==> src/battery_status_pkg.sv <==
package battery_status_pkg;

	// ************************************************************
	// command codes of the words served here
	// ************************************************************
	localparam logic [7:0] CMD_STATUS_WORD = 8'h16;
	localparam logic [7:0] CMD_CYCLE_COUNT = 8'h17;
	localparam logic [7:0] CMD_NOMINAL_CAPACITY = 8'h18;
	localparam logic [7:0] CMD_NOMINAL_VOLTAGE = 8'h19;

	// ************************************************************
	// status word bit masks
	// ************************************************************
	localparam logic [15:0] MASK_OVERCHARGE = 16'h8000;
	localparam logic [15:0] MASK_STOP_CHARGING = 16'h4000;
	localparam logic [15:0] MASK_HIGH_TEMP = 16'h1000;
	localparam logic [15:0] MASK_STOP_DISCHARGING = 16'h0800;
	localparam logic [15:0] MASK_LOW_CAPACITY = 16'h0200;
	localparam logic [15:0] MASK_LOW_RUNTIME = 16'h0100;
	localparam logic [15:0] MASK_CONFIG_LOADED = 16'h0080;
	localparam logic [15:0] MASK_NOT_CHARGING = 16'h0040;
	localparam logic [15:0] MASK_CHARGE_COMPLETE = 16'h0020;
	localparam logic [15:0] MASK_DEPLETED = 16'h0010;
	localparam logic [15:0] MASK_RESERVED = 16'h2408;
	localparam logic [15:0] MASK_ERROR_CODE = 16'h0007;
	localparam logic [15:0] STATUS_RESET = 16'h0000;

	// ************************************************************
	// error codes of the last command
	// ************************************************************
	typedef enum logic [2:0] {
		ERR_OK = 3'h0,
		ERR_BUSY = 3'h1,
		ERR_RESERVED_CODE = 3'h2,
		ERR_UNIMPLEMENTED = 3'h3,
		ERR_WRITE_PROTECT = 3'h4,
		ERR_OVERFLOW = 3'h5,
		ERR_WRONG_LENGTH = 3'h6,
		ERR_UNKNOWN = 3'h7
	} err_code_t;

	// ************************************************************
	// timing and limits
	// ************************************************************
	localparam int CLK_HZ = 40_000_000;
	localparam int FILTER_SECONDS_PER_STEP = 10;
	localparam logic [11:0] FILTER_SCALE = 12'h00a;
	localparam logic [15:0] CYCLE_COUNT_MAX = 16'hffff;
	localparam logic [15:0] CYCLE_COUNT_RESET = 16'h0000;
	localparam logic [7:0] DEPLETED_CLEAR_PCT = 8'h14;
	localparam logic [24:0] PCT_SCALE = 25'h0000064;

	typedef struct packed {
		logic overcharge_alarm;
		logic stop_charging_alarm;
		logic rsvd_13;
		logic high_temp_alarm;
		logic stop_discharging_alarm;
		logic rsvd_10;
		logic low_capacity_alarm;
		logic low_runtime_alarm;
		logic config_loaded_flag;
		logic not_charging_flag;
		logic charge_complete_flag;
		logic depleted_flag;
		logic rsvd_3;
		err_code_t error_code;
	} status_word_t;

	typedef struct packed {
		logic charging_active;
		logic discharge_activity;
		logic activity_pulse;
		logic overcharge_exceeded;
		logic charge_param_out_of_range;
		logic primary_termination;
		logic cell_undervoltage_flag;
		logic [15:0] temperature;
		logic [15:0] max_temperature_limit;
		logic [15:0] pack_voltage;
		logic [15:0] final_empty_threshold;
		logic [15:0] low_empty_threshold;
		logic [15:0] remaining_charge;
		logic [15:0] capacity_alarm_threshold;
		logic [15:0] present_runtime_estimate;
		logic [15:0] averaged_runtime_estimate;
		logic [15:0] runtime_alarm_threshold;
		logic [15:0] full_capacity;
		logic [7:0] battery_low_percent;
		logic [7:0] relative_charge_percent;
		logic [7:0] charge_complete_clear_percent;
	} gauge_meas_t;

	typedef struct packed {
		logic valid;
		logic write;
		logic [7:0] code;
		logic busy;
		logic reserved_code;
		logic unimplemented;
		logic length_bad;
		logic overflow;
		logic unknown;
	} cmd_req_t;

endpackage : battery_status_pkg

==> src/battery_status_flags.sv <==
module battery_status_flags
	import battery_status_pkg::*;
#(
	parameter int TICKS_PER_SECOND = CLK_HZ
) (
	// clock and reset
	input wire logic clk,
	input wire logic srst,
	// gauge measurements and conditions
	input wire gauge_meas_t meas,
	input wire logic [7:0] digital_filter,
	input wire logic energy_units_select,
	// configuration load
	input wire logic config_load_valid,
	input wire logic config_load_bad,
	input wire logic [15:0] stored_cycle_count,
	input wire logic [15:0] capacity_mah,
	input wire logic [15:0] capacity_10mwh,
	input wire logic [15:0] configured_voltage_mv,
	// cycle counting
	input wire logic cycle_increment,
	// command port from the bus engine
	input wire cmd_req_t cmd,
	input wire logic alarm_request,
	// answers
	output status_word_t status_word,
	output logic [15:0] rd_data,
	output logic rd_valid,
	output logic [15:0] alarm_broadcast,
	output logic alarm_valid,
	// cycle count write-back
	output logic [15:0] charge_cycle_count,
	output logic nvm_write
);

	// ************************************************************
	// state
	// ************************************************************
	localparam logic [25:0] TICK_LAST = 26'(TICKS_PER_SECOND - 1);

	typedef struct packed {
		status_word_t st;
		logic [15:0] cycles;
		logic [15:0] rd_data;
		logic rd_valid;
		logic [15:0] alarm_word;
		logic alarm_valid;
		logic nvm_write;
		logic [25:0] prescale;
		logic [11:0] idle_sec;
		logic [15:0] prev_remaining;
		logic [15:0] prev_avg_runtime;
	} state_t;

	state_t s;
	state_t next_s;

	logic [11:0] filter_timeout;
	logic sec_tick;
	logic idle_expired;
	logic own_code;
	logic [24:0] charge_scaled;
	logic [24:0] low_limit;
	err_code_t next_err;
	logic [15:0] read_word;

	// ************************************************************
	// helpers
	// ************************************************************
	always_comb begin
		filter_timeout = FILTER_SCALE * {4'h0, digital_filter};
		sec_tick = (s.prescale == TICK_LAST);
		idle_expired = (s.idle_sec >= filter_timeout) && !meas.activity_pulse;
		own_code = (cmd.code >= CMD_STATUS_WORD) && (cmd.code <= CMD_NOMINAL_VOLTAGE);
		charge_scaled = 25'(meas.remaining_charge) * PCT_SCALE;
		low_limit = 25'(meas.full_capacity) * 25'(meas.battery_low_percent);
	end

	// priority: busy, reserved, unimplemented, write protect, length, overflow, unknown
	always_comb begin
		if (cmd.busy) begin
			next_err = ERR_BUSY;
		end else if (cmd.reserved_code) begin
			next_err = ERR_RESERVED_CODE;
		end else if (cmd.unimplemented) begin
			next_err = ERR_UNIMPLEMENTED;
		end else if (cmd.write && own_code) begin
			next_err = ERR_WRITE_PROTECT;
		end else if (cmd.length_bad) begin
			next_err = ERR_WRONG_LENGTH;
		end else if (cmd.overflow) begin
			next_err = ERR_OVERFLOW;
		end else if (cmd.unknown) begin
			next_err = ERR_UNKNOWN;
		end else begin
			next_err = ERR_OK;
		end
	end

	always_comb begin
		case (cmd.code)
			CMD_STATUS_WORD: begin
				read_word = s.st;
			end
			CMD_CYCLE_COUNT: begin
				read_word = s.cycles;
			end
			CMD_NOMINAL_CAPACITY: begin
				read_word = energy_units_select ? capacity_10mwh : capacity_mah;
			end
			CMD_NOMINAL_VOLTAGE: begin
				read_word = configured_voltage_mv;
			end
			default: begin
				read_word = 16'h0000;
			end
		endcase
	end

	// ************************************************************
	// next state
	// ************************************************************
	always_comb begin
		next_s = s;
		next_s.rd_valid = 1'b0;
		next_s.alarm_valid = 1'b0;
		next_s.nvm_write = 1'b0;
		next_s.prev_remaining = meas.remaining_charge;
		next_s.prev_avg_runtime = meas.averaged_runtime_estimate;

		// one-second prescaler and idle-time counter
		next_s.prescale = sec_tick ? 26'h0000000 : s.prescale + 26'h0000001;
		if (meas.activity_pulse) begin
			next_s.idle_sec = 12'h000;
		end else if (sec_tick && (s.idle_sec != 12'hfff)) begin
			next_s.idle_sec = s.idle_sec + 12'h001;
		end

		// overcharge: set beats the clear
		if (meas.overcharge_exceeded) begin
			next_s.st.overcharge_alarm = 1'b1;
		end else if (meas.discharge_activity || idle_expired) begin
			next_s.st.overcharge_alarm = 1'b0;
		end

		// clearing condition is the inverse of the setting one
		next_s.st.stop_charging_alarm = (meas.charge_param_out_of_range
			|| meas.primary_termination) && meas.charging_active;
		next_s.st.high_temp_alarm =
			(meas.temperature >= meas.max_temperature_limit);
		next_s.st.stop_discharging_alarm =
			(meas.pack_voltage <= meas.final_empty_threshold)
			|| meas.cell_undervoltage_flag
			|| (meas.remaining_charge == 16'h0000);

		// hysteresis at equality: hold until a clear condition shows
		if (meas.remaining_charge < meas.capacity_alarm_threshold) begin
			next_s.st.low_capacity_alarm = 1'b1;
		end else if ((meas.capacity_alarm_threshold < meas.remaining_charge)
			|| (meas.charging_active && (meas.remaining_charge > s.prev_remaining))) begin
			next_s.st.low_capacity_alarm = 1'b0;
		end

		if (meas.present_runtime_estimate < meas.runtime_alarm_threshold) begin
			next_s.st.low_runtime_alarm = 1'b1;
		end else if ((meas.runtime_alarm_threshold < meas.averaged_runtime_estimate)
			|| (meas.charging_active
			&& (meas.averaged_runtime_estimate > s.prev_avg_runtime))) begin
			next_s.st.low_runtime_alarm = 1'b0;
		end

		if (config_load_valid) begin
			next_s.st.config_loaded_flag = 1'b1;
		end else if (config_load_bad) begin
			next_s.st.config_loaded_flag = 1'b0;
		end

		next_s.st.not_charging_flag = !meas.charging_active;

		if (meas.primary_termination || meas.overcharge_exceeded) begin
			next_s.st.charge_complete_flag = 1'b1;
		end else if (meas.relative_charge_percent <= meas.charge_complete_clear_percent) begin
			next_s.st.charge_complete_flag = 1'b0;
		end

		if ((meas.pack_voltage <= meas.low_empty_threshold) || (charge_scaled < low_limit)) begin
			next_s.st.depleted_flag = 1'b1;
		end else if (meas.relative_charge_percent >= DEPLETED_CLEAR_PCT) begin
			next_s.st.depleted_flag = 1'b0;
		end

		// reserved positions never hold anything
		next_s.st.rsvd_13 = 1'b0;
		next_s.st.rsvd_10 = 1'b0;
		next_s.st.rsvd_3 = 1'b0;

		// cycle counter: load from storage, count, saturate, write back
		if (config_load_valid) begin
			next_s.cycles = stored_cycle_count;
		end else if (cycle_increment && (s.cycles != CYCLE_COUNT_MAX)) begin
			next_s.cycles = s.cycles + 16'h0001;
			next_s.nvm_write = 1'b1;
		end

		// command completion: answer with the previous code, then update it
		if (cmd.valid) begin
			next_s.st.error_code = next_err;
			if (!cmd.write && own_code && !cmd.busy) begin
				next_s.rd_data = read_word;
				next_s.rd_valid = 1'b1;
			end
		end

		if (alarm_request) begin
			next_s.alarm_word = {s.st[15:3], ERR_UNKNOWN};
			next_s.alarm_valid = 1'b1;
		end
	end

	always_ff @(posedge clk) begin
		if (srst) begin
			s <= '0;
			s.st <= STATUS_RESET;
			s.cycles <= CYCLE_COUNT_RESET;
		end else begin
			s <= next_s;
		end
	end

	// ************************************************************
	// outputs
	// ************************************************************
	always_comb begin
		status_word = s.st;
		rd_data = s.rd_data;
		rd_valid = s.rd_valid;
		alarm_broadcast = s.alarm_word;
		alarm_valid = s.alarm_valid;
		charge_cycle_count = s.cycles;
		nvm_write = s.nvm_write;
	end

	// ************************************************************
	// assertions
	// ************************************************************
	a_status_read: assert property (@(posedge clk) disable iff (srst)
		(cmd.valid && !cmd.write && !cmd.busy && (cmd.code == CMD_STATUS_WORD))
		|=> (rd_valid && (rd_data == $past(s.st))))
		else $error("status read did not return the status word");

	a_broadcast_err: assert property (@(posedge clk) disable iff (srst)
		alarm_request |=> (alarm_valid && (alarm_broadcast[2:0] == 3'h7)
		&& (alarm_broadcast[15:3] == $past(s.st[15:3]))))
		else $error("alarm broadcast word wrong");

	a_reserved_zero: assert property (@(posedge clk) disable iff (srst)
		##1 ((status_word & MASK_RESERVED) == 16'h0000))
		else $error("reserved status bit set");

	a_busy_code: assert property (@(posedge clk) disable iff (srst)
		(cmd.valid && cmd.busy) |=> (status_word[2:0] == 3'h1) && !rd_valid)
		else $error("busy command not reported as code 1");

	a_reserved_code: assert property (@(posedge clk) disable iff (srst)
		(cmd.valid && !cmd.busy && cmd.reserved_code) |=> (status_word[2:0] == 3'h2))
		else $error("reserved command not reported as code 2");

	a_unimpl_code: assert property (@(posedge clk) disable iff (srst)
		(cmd.valid && !cmd.busy && !cmd.reserved_code && cmd.unimplemented)
		|=> (status_word[2:0] == 3'h3))
		else $error("unsupported command not reported as code 3");

	a_write_denied: assert property (@(posedge clk) disable iff (srst)
		(cmd.valid && cmd.write && !cmd.busy && !cmd.reserved_code && !cmd.unimplemented
		&& (cmd.code >= CMD_STATUS_WORD) && (cmd.code <= CMD_NOMINAL_VOLTAGE))
		|=> (status_word[2:0] == 3'h4) && !rd_valid)
		else $error("write to read-only word not reported as code 4");

	a_error_hold: assert property (@(posedge clk) disable iff (srst)
		(!cmd.valid ##1 !cmd.valid) |-> $stable(status_word.error_code))
		else $error("error code changed without a command");

	a_cycle_sat: assert property (@(posedge clk) disable iff (srst)
		(cycle_increment && !config_load_valid && (charge_cycle_count == CYCLE_COUNT_MAX))
		|=> ((charge_cycle_count == CYCLE_COUNT_MAX) && !nvm_write))
		else $error("cycle counter wrapped past saturation");

	a_cycle_wb: assert property (@(posedge clk) disable iff (srst)
		(cycle_increment && !config_load_valid && (charge_cycle_count != CYCLE_COUNT_MAX))
		|=> (nvm_write && (charge_cycle_count == $past(charge_cycle_count) + 16'h0001)))
		else $error("cycle count update not written back");

	a_hot_alarm: assert property (@(posedge clk) disable iff (srst)
		##1 (status_word.high_temp_alarm
		== $past(meas.temperature >= meas.max_temperature_limit)))
		else $error("high temperature alarm wrong");

	a_config_set: assert property (@(posedge clk) disable iff (srst)
		config_load_valid |=> status_word.config_loaded_flag)
		else $error("valid configuration load did not set the flag");

	a_depleted_clr: assert property (@(posedge clk) disable iff (srst)
		(status_word.depleted_flag && (meas.relative_charge_percent >= DEPLETED_CLEAR_PCT)
		&& (meas.pack_voltage > meas.low_empty_threshold) && (charge_scaled >= low_limit))
		|=> !status_word.depleted_flag)
		else $error("depleted flag not cleared at 20 percent");

	a_overcharge_clr: assert property (@(posedge clk) disable iff (srst)
		(!meas.overcharge_exceeded && meas.discharge_activity) |=> !status_word[15])
		else $error("overcharge alarm not cleared by discharge");

	a_capacity_sel: assert property (@(posedge clk) disable iff (srst)
		(cmd.valid && !cmd.write && !cmd.busy && (cmd.code == CMD_NOMINAL_CAPACITY))
		|=> (rd_data == $past(energy_units_select ? capacity_10mwh : capacity_mah)))
		else $error("nominal capacity units wrong");

endmodule : battery_status_flags

==> config.mk <==
export PLATFORM = sky130hd
export DESIGN_NAME = battery_status_flags
export DESIGN_NICKNAME = d
export VERILOG_FILES = /design/src/battery_status_pkg.sv /design/src/battery_status_flags.sv
export SDC_FILE = /design/constraint.sdc
export NUM_CORES = 1
export LEC_CHECK = 0
export ABC_AREA = 0
export BUFFER_PORTS_ARGS = -buffer_cell sky130_fd_sc_hd__buf_2
export CORE_ASPECT_RATIO = 0.5
export CORE_MARGIN = 2
export CORE_UTILIZATION = 33
export CTS_CLUSTER_SIZE = 12
export DETAILED_ROUTE_END_ITERATION = 7
export GPL_TIMING_DRIVEN = 0
export PLACE_DENSITY = 0.64
export SETUP_SLACK_MARGIN = 0.2
export SYNTH_ARGS = -nofsm -noshare
export SYNTH_HDL_FRONTEND = slang
export SYNTH_SLANG_ARGS = --single-unit
export TNS_END_PERCENT = 100
==> constraint.sdc <==
create_clock -name clk -period 11.95 [get_ports clk]
set_input_delay 2.39 -clock clk [delete_from_list [all_inputs] [get_ports clk]]
set_output_delay 2.39 -clock clk [all_outputs]
set_load 0.005 [all_outputs]
==> impl_results.md, run 1 <==
* Status: complete, no violations
* Critical path type: in -> reg
* CTS Sinks at 129
* Tot GR Track Use at 0.189
* Share of the synthesized area in the top cell type at 0.225
* Crit path launch type: primary input
* Tightest Hold Check Type: reg -> reg
* Most used DFF post-synth: dfxtp_1
* Final TNS setup at 0 ns
* TritonCTS clock tree: built
* Final net count at 2970
* Sequential-to-total area share from yosys stat at 0.163
* Worst Hold Path Cells at 2
* Peak Freq at 0.123 GHz
* DIE AREA at 49900 um2
* GR Overflow Total at 0
* Dpl cell area at 18500 um2
* Post-route DRC at 0
* Setup ws final at 3.84 ns
* Top cells by count, synth: 309 x inv_1, 285 x ha_1, 157 x nor2_1, 129 x dfxtp_1, 107 x and2_1
* Hold violation count in the final report at 0
* Worst VDD drop at 0.0000831 V
* IO Port Bufs at 360
* Fin Clk Skew at 0.0128 ns
* Critical path endpoint category: flop
* Hold buffers post-CTS at 0
* Ports at 369
* Fillers at 4887
* EDFF count, synth at 0
* R2r worst-path depth at 7
* Routability cong. at 0.925
* Initial core utilization at 0.336
* Fin area at 19100 um2
* R2R setup slack at 9.52 ns
* Max Slew Vio Count at 0
* Fin crit period at 8.11 ns
* Number of DRC markers in iteration 0 at 758
* Final Power at 2.42 mW
* Hold wc startpoint: s[52]
* RR Endpoint: s[51]
* Die Wd at 314 um
* Critical path required time at 12.28 ns
* Later-pin clock latency in the skew report at 0.42 ns
* Root Driver: clkbuf_16
* Synth Cell Area at 15900 um2
* Power density over the cells at 127 nW/um2
* Worst r2r src: s[60]
* Yosys cell types at 75
* Share of synthesized flip-flops with an asynchronous set or reset at 0
* Register Area at 2580 um2
* Worst-Margin Slew at 0.873 ns
* Synth Register Bits at 129
* Part of the cycle the worst path needs at 0.679
* Largest net degree at the start of global routing at 17
* Wirelength per Cell at 16.1 um
* Initial antenna violation count at 9
* RSZ-0062 raised after global routing: no
* Vias in the first global route at 14300
* Final setup fails at 0
* Post-DP HPWL at 40.9 mm
* Cells after synthesis at 1903
* Postcts setup bufs at 0
* Leading area contributor after synthesis: ha_1
* Max-slew headroom at the worst pin at 0.418
* CP arrival at 8.44 ns
* Vias per cell at 4.80
* Std-Cell Rows at 56
* Vias after detailed routing at 14200
* Post-CTS resize count at 0
* Max Cap Viol at 0
* Drt first pass iters at 8
* First-pass GRT wire length at 75.3 mm
* Clock-pin slew on the worst setup and hold paths at 0.06 ns
* Multi-input logic area at 11500 um2
* Hold Path End: s[52]
* Most numerous cell in the Yosys netlist: inv_1
* Worst-path maximum fanout at 10
* Layout cells sized above 1 at 0.216
* CTS max path bufs at 2
* Layout area overhead at 20.5%
* CORE AREA at 47200 um2
* Pleak at 9.88 nW
* Largest cells by area after synthesis: ha_1 22%, dfxtp_1 16%, fa_1 12%
* WL final at 47.6 mm
* Pre-CTS setup slack at 3.39 ns
* Die Ht at 159 um
* Number of buffers created by CTS at 17
* H-tree Lvls at 4
* Synth warn at 0
* Antenna-violating nets left at 0
* Synthesized area per cell at 8.33 um2
metal layers:
| layer | part of all wire | GRT usage | vias to the layer above |
|---|---|---|---|
| met5 | 0 | 0 | - |
| met4 | 0.025 | 0.0570 | 0 |
| met3 | 0.027 | 0.0165 | 70 |
| met2 | 0.52 | 0.352 | 243 |
| met1 | 0.43 | 0.231 | 6701 |
| li1 | - | - | 7137 |
where the power goes:
part,switching (mW),internal [mW],leakage (nW)
registers,0.0202,0.448,1.06
clock network,0.235,0.320,0.298
logic,0.767,0.630,8.52
critical path, stage by stage:
cell	delay, ns
buf_2	0.18
clkbuf_1	0.41
and2_1	0.22
fa_1	0.44
fa_1	0.49
fa_1	0.55
inv_1	0.05
fa_1	0.52
inv_1	0.04
ha_1	0.39
nand3_1	0.13
nor2_1	0.14
a21oi_1	0.13
o31ai_1	0.43
nand3_1	0.18
a311o_1	0.32
xor2_1	0.16
ha_1	0.31
nand4_1	0.12
nor3_1	0.06
a2111oi_0	0.34
nand2_1	0.09
a21o_1	0.21
o211ai_1	0.13
sequential cells by signal, summed over array words and instances, names as in the netlist:
name / cells
s: 70
charge_cycle_count: 16
status_word: 13
alarm_valid: 1
alarm_broadcast: 11
nvm_write: 1
rd_valid: 1
rd_data: 16
metrics by stage:
| step | hold slack [ns] | instances | utilization |
|---|---|---|---|
| finish | 0.484 | 2946 | 0.405 |
| global route | 0.521 | 2946 | 0.405 |
| CTS | 0.484 | 2938 | 0.405 |
| detailed placement | 0.475 | 2906 | 0.392 |
| global placement | 0.462 | 2906 | 0.392 |
| floorplan | 0.438 | 1908 | - |
worst max path at each step:
stage               startpoint             end  slack [ns]  depth (start not counted)
finish                meas[19]  status_word[4]        3.84                         24
global route          meas[23]  status_word[4]        3.27                         25
CTS                   meas[20]  status_word[4]        3.82                         25
detailed placement    meas[19]  status_word[4]        3.39                         24
global placement      meas[20]  status_word[4]        3.37                         25
floorplan             meas[23]  status_word[4]        4.23                         23
cells in the final DEF, fill, tap and decap left out, types with 10 or more instances in the layout:
cell type  instances
clkbuf_16         17
clkbuf_1          25
nand2b_1          14
nand3_1           44
inv_1            309
a21oi_1           97
nor3_1            29
o21a_1            14
a211oi_1          29
fa_1              96
buf_4             64
mux2_2            13
a21o_1            36
and3_1            10
mux2i_1           16
nor2_1           157
o21ai_0           64
xor2_1            44
nand2_1           95
and2_1           107
nand4_1           32
dfxtp_1          129
xnor2_1           35
ha_1             285
buf_2            366
a22o_1            11
logic make-up after synthesis:
group                      Yosys count  share of synthesized area
buffers and inverters              412                      0.114
adders and majority gates          381                      0.346
muxes                               29                     0.0193
and+or+nand+nor                    528                      0.168
AOI/OAI and AO/OA                  344                      0.146
other                                1                   0.000237
DFF                                129                      0.163
xor gates and xnor gates            79                     0.0436
final cells by class:
class                           count  share of cell area
Sequential cell                   129               0.135
Clock buffer                       17              0.0223
Antenna cell                        8             0.00105
Clock inverter                     15              0.0100
Timing Repair Buffer              360              0.0943
Buffer                            103              0.0336
Inverter                          309              0.0607
Multi-Input combinational cell   1367               0.601
Tap cell                          638              0.0418
Power figures use the tool's default switching activity.
==> run 2: changes to the inputs <==
--- a/config.mk
+++ b/config.mk
@@ -13,7 +13,7 @@
 export CTS_CLUSTER_SIZE = 12
 export DETAILED_ROUTE_END_ITERATION = 7
 export GPL_TIMING_DRIVEN = 0
-export PLACE_DENSITY = 0.64
+export PLACE_DENSITY = 0.66
 export SETUP_SLACK_MARGIN = 0.2
 export SYNTH_ARGS = -nofsm -noshare
 export SYNTH_HDL_FRONTEND = slang
==> constraint.sdc (replaced) <==
create_clock -name clk -period 6.54 [get_ports clk]
set_input_delay 1.308 -clock clk [delete_from_list [all_inputs] [get_ports clk]]
set_output_delay 1.308 -clock clk [all_outputs]
set_load 0.005 [all_outputs]
==> run 2 against run 1 <==
Against the previous run:
- non-clock buffer count increased by 9
- sequential share of layout area decreased by 0.21 points
- register-to-register slack got worse by 5.4 ns
- cell count increased by 0.20%
- sequential power increased by 84%
- die area unchanged
- clock power increased by 84%
- global-route usage about the same
- routed wire length decreased by 0.13%
- count of clock-buffer cells in the layout increased by 3
- worst setup slack got worse by 3.6 ns
- via count about the same
- largest cell class unchanged
- highest routed layer unchanged
==> impl_results.md, run 2 (synthesis results as in run 1) <==
* Initial antenna violation count at 5
* Worst-Margin Slew at 0.937 ns
* Cell Int Power at 2.77 mW
* R2R setup slack at 4.12 ns
* Crit path launch type: primary input
* Most frequent cells in the layout: 362 x buf_2, 309 x inv_1, 276 x ha_1
* Cell family with most CP delay: adder cells
* Initial core utilization at 0.336
* Tightest Hold Check Type: reg -> reg
* Part of the cycle the worst path needs at 0.958
* Die Wd at 314 um
* Max Cap Viol at 0
* Post-route DRC at 0
* Number of buffers created by CTS at 17
* Fin crit period at 6.26 ns
* CP arrival at 6.61 ns
* Wirelength per Cell at 16.1 um
* Biggest register: s
* Final Power at 4.71 mW
* CTS Sinks at 129
* Root Driver: clkbuf_16
* WL final at 47.5 mm
* IO Port Bufs at 360
* Worst VDD drop at 0.000193 V
* Max-slew headroom at the worst pin at 0.375
* Levels on crit path at 24
* CP max stage delay at 0.58 ns
* DIE AREA at 49900 um2
* Fin Clk Skew at 0.00964 ns
* Layout cells sized above 1 at 0.230
* CORE AREA at 47200 um2
* Vias in the first global route at 14000
* Logic pwr share at 0.602
* Critical path endpoint category: flop
* Antenna-violating nets left at 0
* GR Overflow Total at 0
* Die Ht at 159 um
* Clock-pin slew on the worst setup and hold paths at 0.06 ns
* Pleak at 9.97 nW
* Hold_ws at 0.487 ns
* Worst Setup SP: meas[20]
* Critical path type: in -> reg
* Vias after detailed routing at 14200
* Layout area overhead at 22.5%
* Post-DP HPWL at 40.4 mm
* Vias per cell at 4.80
* Critical Path Most Common Cell: fa_1
* Max FFs per register at 70
* Std-Cell Rows at 56
* R2r worst-path depth at 8
* Drt first pass iters at 5
* Final setup fails at 0
* Slowest cell on the critical path: fa_1
* Clock network fraction of total power at 0.216
* Routability cong. at 1.00
* P_sw at 1.95 mW
* Worst r2r src: charge_cycle_count[6]
* Reg power frac at 0.183
* Critical path required time at 6.89 ns
* Tot GR Track Use at 0.189
* RSZ-0062 raised after global routing: yes
* End of the critical path: status_word[4]
* Number of DRC markers in iteration 0 at 731
* Switching Share at 0.413
* Ports at 369
* RR Endpoint: charge_cycle_count[1]
* Crit path cell chain: buf_4, clkbuf_8, and2_1, fa_1, fa_1, fa_1, inv_1, fa_1, inv_1, ha_4, nand3_1, nor3_1, a2111oi_4, o22ai_2, a31o_2, a21oi_2, xor2_1, ha_1, a21oi_1, o22ai_1, o211ai_1, nand2_1, a21o_1, o211ai_1
* TritonCTS clock tree: built
* Worst-path maximum fanout at 9
* Buffers plus inverters on the worst setup path at 4
* Max Slew Vio Count at 0
* Later-pin clock latency in the skew report at 0.43 ns
* Final net count at 2979
* CTS max path bufs at 2
* Peak Freq at 0.160 GHz
* Status: complete, no violations
* H-tree Lvls at 4
* Power density over the cells at 243 nW/um2
* Hold violation count in the final report at 0
* Largest net degree at the start of global routing at 17
* First-pass GRT wire length at 75.0 mm
* Commonest non-fill, non-tap cell in the layout: buf_2
-- run 2: changes by cell type in the layout (fill, tap and decap cells not counted), sizes merged --
cell	delta
buf	+9
bufinv	+1
clkbuf	+3
clkinv	+4
clkinvlp	+1
diode	-3
inv	-9
-- run 2: layout make-up --
class	instances	area (um2)
Tap cell	638	798
Antenna cell	5	12.5
Timing Repair Buffer	369	1880
Sequential cell	129	2580
Buffer	103	702
Multi-Input combinational cell	1367	11700
Clock inverter	12	158
Clock buffer	20	457
Inverter	309	1160
Fill cell	4787	27700
-- run 2: what timing repair did --
action                     4_1_cts  5_1_grt
setup buffers                    7        2
pin swaps                       13        7
cloned                           0        0
setup endpoints to repair        1        1
hold buffers                     0        0
resized for setup               17       12
-- run 2: metrics by stage --
step	TNS, ns	util	cells	cell area, um2	setup slack [ns]
after floorplan	0	-	1908	16000	0.201
after global placement	-0.442	0.394	2906	18600	-0.442
after detailed placement	-0.527	0.394	2906	18600	-0.527
after CTS	0	0.410	2945	19300	0.208
after global routing	-0.00104	0.412	2952	19400	-0.00104
final	0	0.412	2952	19400	0.276
-- run 2: worst min-delay path by stage --
stage / startpoint / end / slack (ns) / cells after the start
after global routing: s[44] / s[44] / 0.52 / 1
after global placement: s[44] / s[44] / 0.46 / 1
after floorplan: s[44] / s[44] / 0.44 / 1
after detailed placement: s[52] / s[52] / 0.47 / 2
final: s[44] / s[44] / 0.49 / 1
after CTS: s[52] / s[52] / 0.48 / 2
-- run 2: worst register-to-register path: stages (launching register included) --
cell	delay (ns)
dfxtp_1	0.54
and4_1	0.35
nand3_2	0.11
or3_1	0.38
buf_2	0.19
o21ai_4	0.20
mux2i_1	0.28
o21ai_0	0.10
and2_1	0.17
-- run 2: power by group through the flow --
stage          clock, mW  combinational, mW  sequential, mW
3_5_place_dp           0               2.66           0.879
6_report            1.02               2.84           0.862
4_1_cts             1.04               2.76           0.861
3_3_place_gp           0               2.62           0.878
5_1_grt             1.07               3.28           0.864
2_1_floorplan          0               2.05           0.853
-- run 2: routing by layer --
layer,GRT usage,routed length (um),up-vias
met5,0,0,-
met4,0.0492,880,0
met3,0.0215,1580,52
met2,0.337,23900,286
met1,0.242,21200,6664
li1,-,-,7153
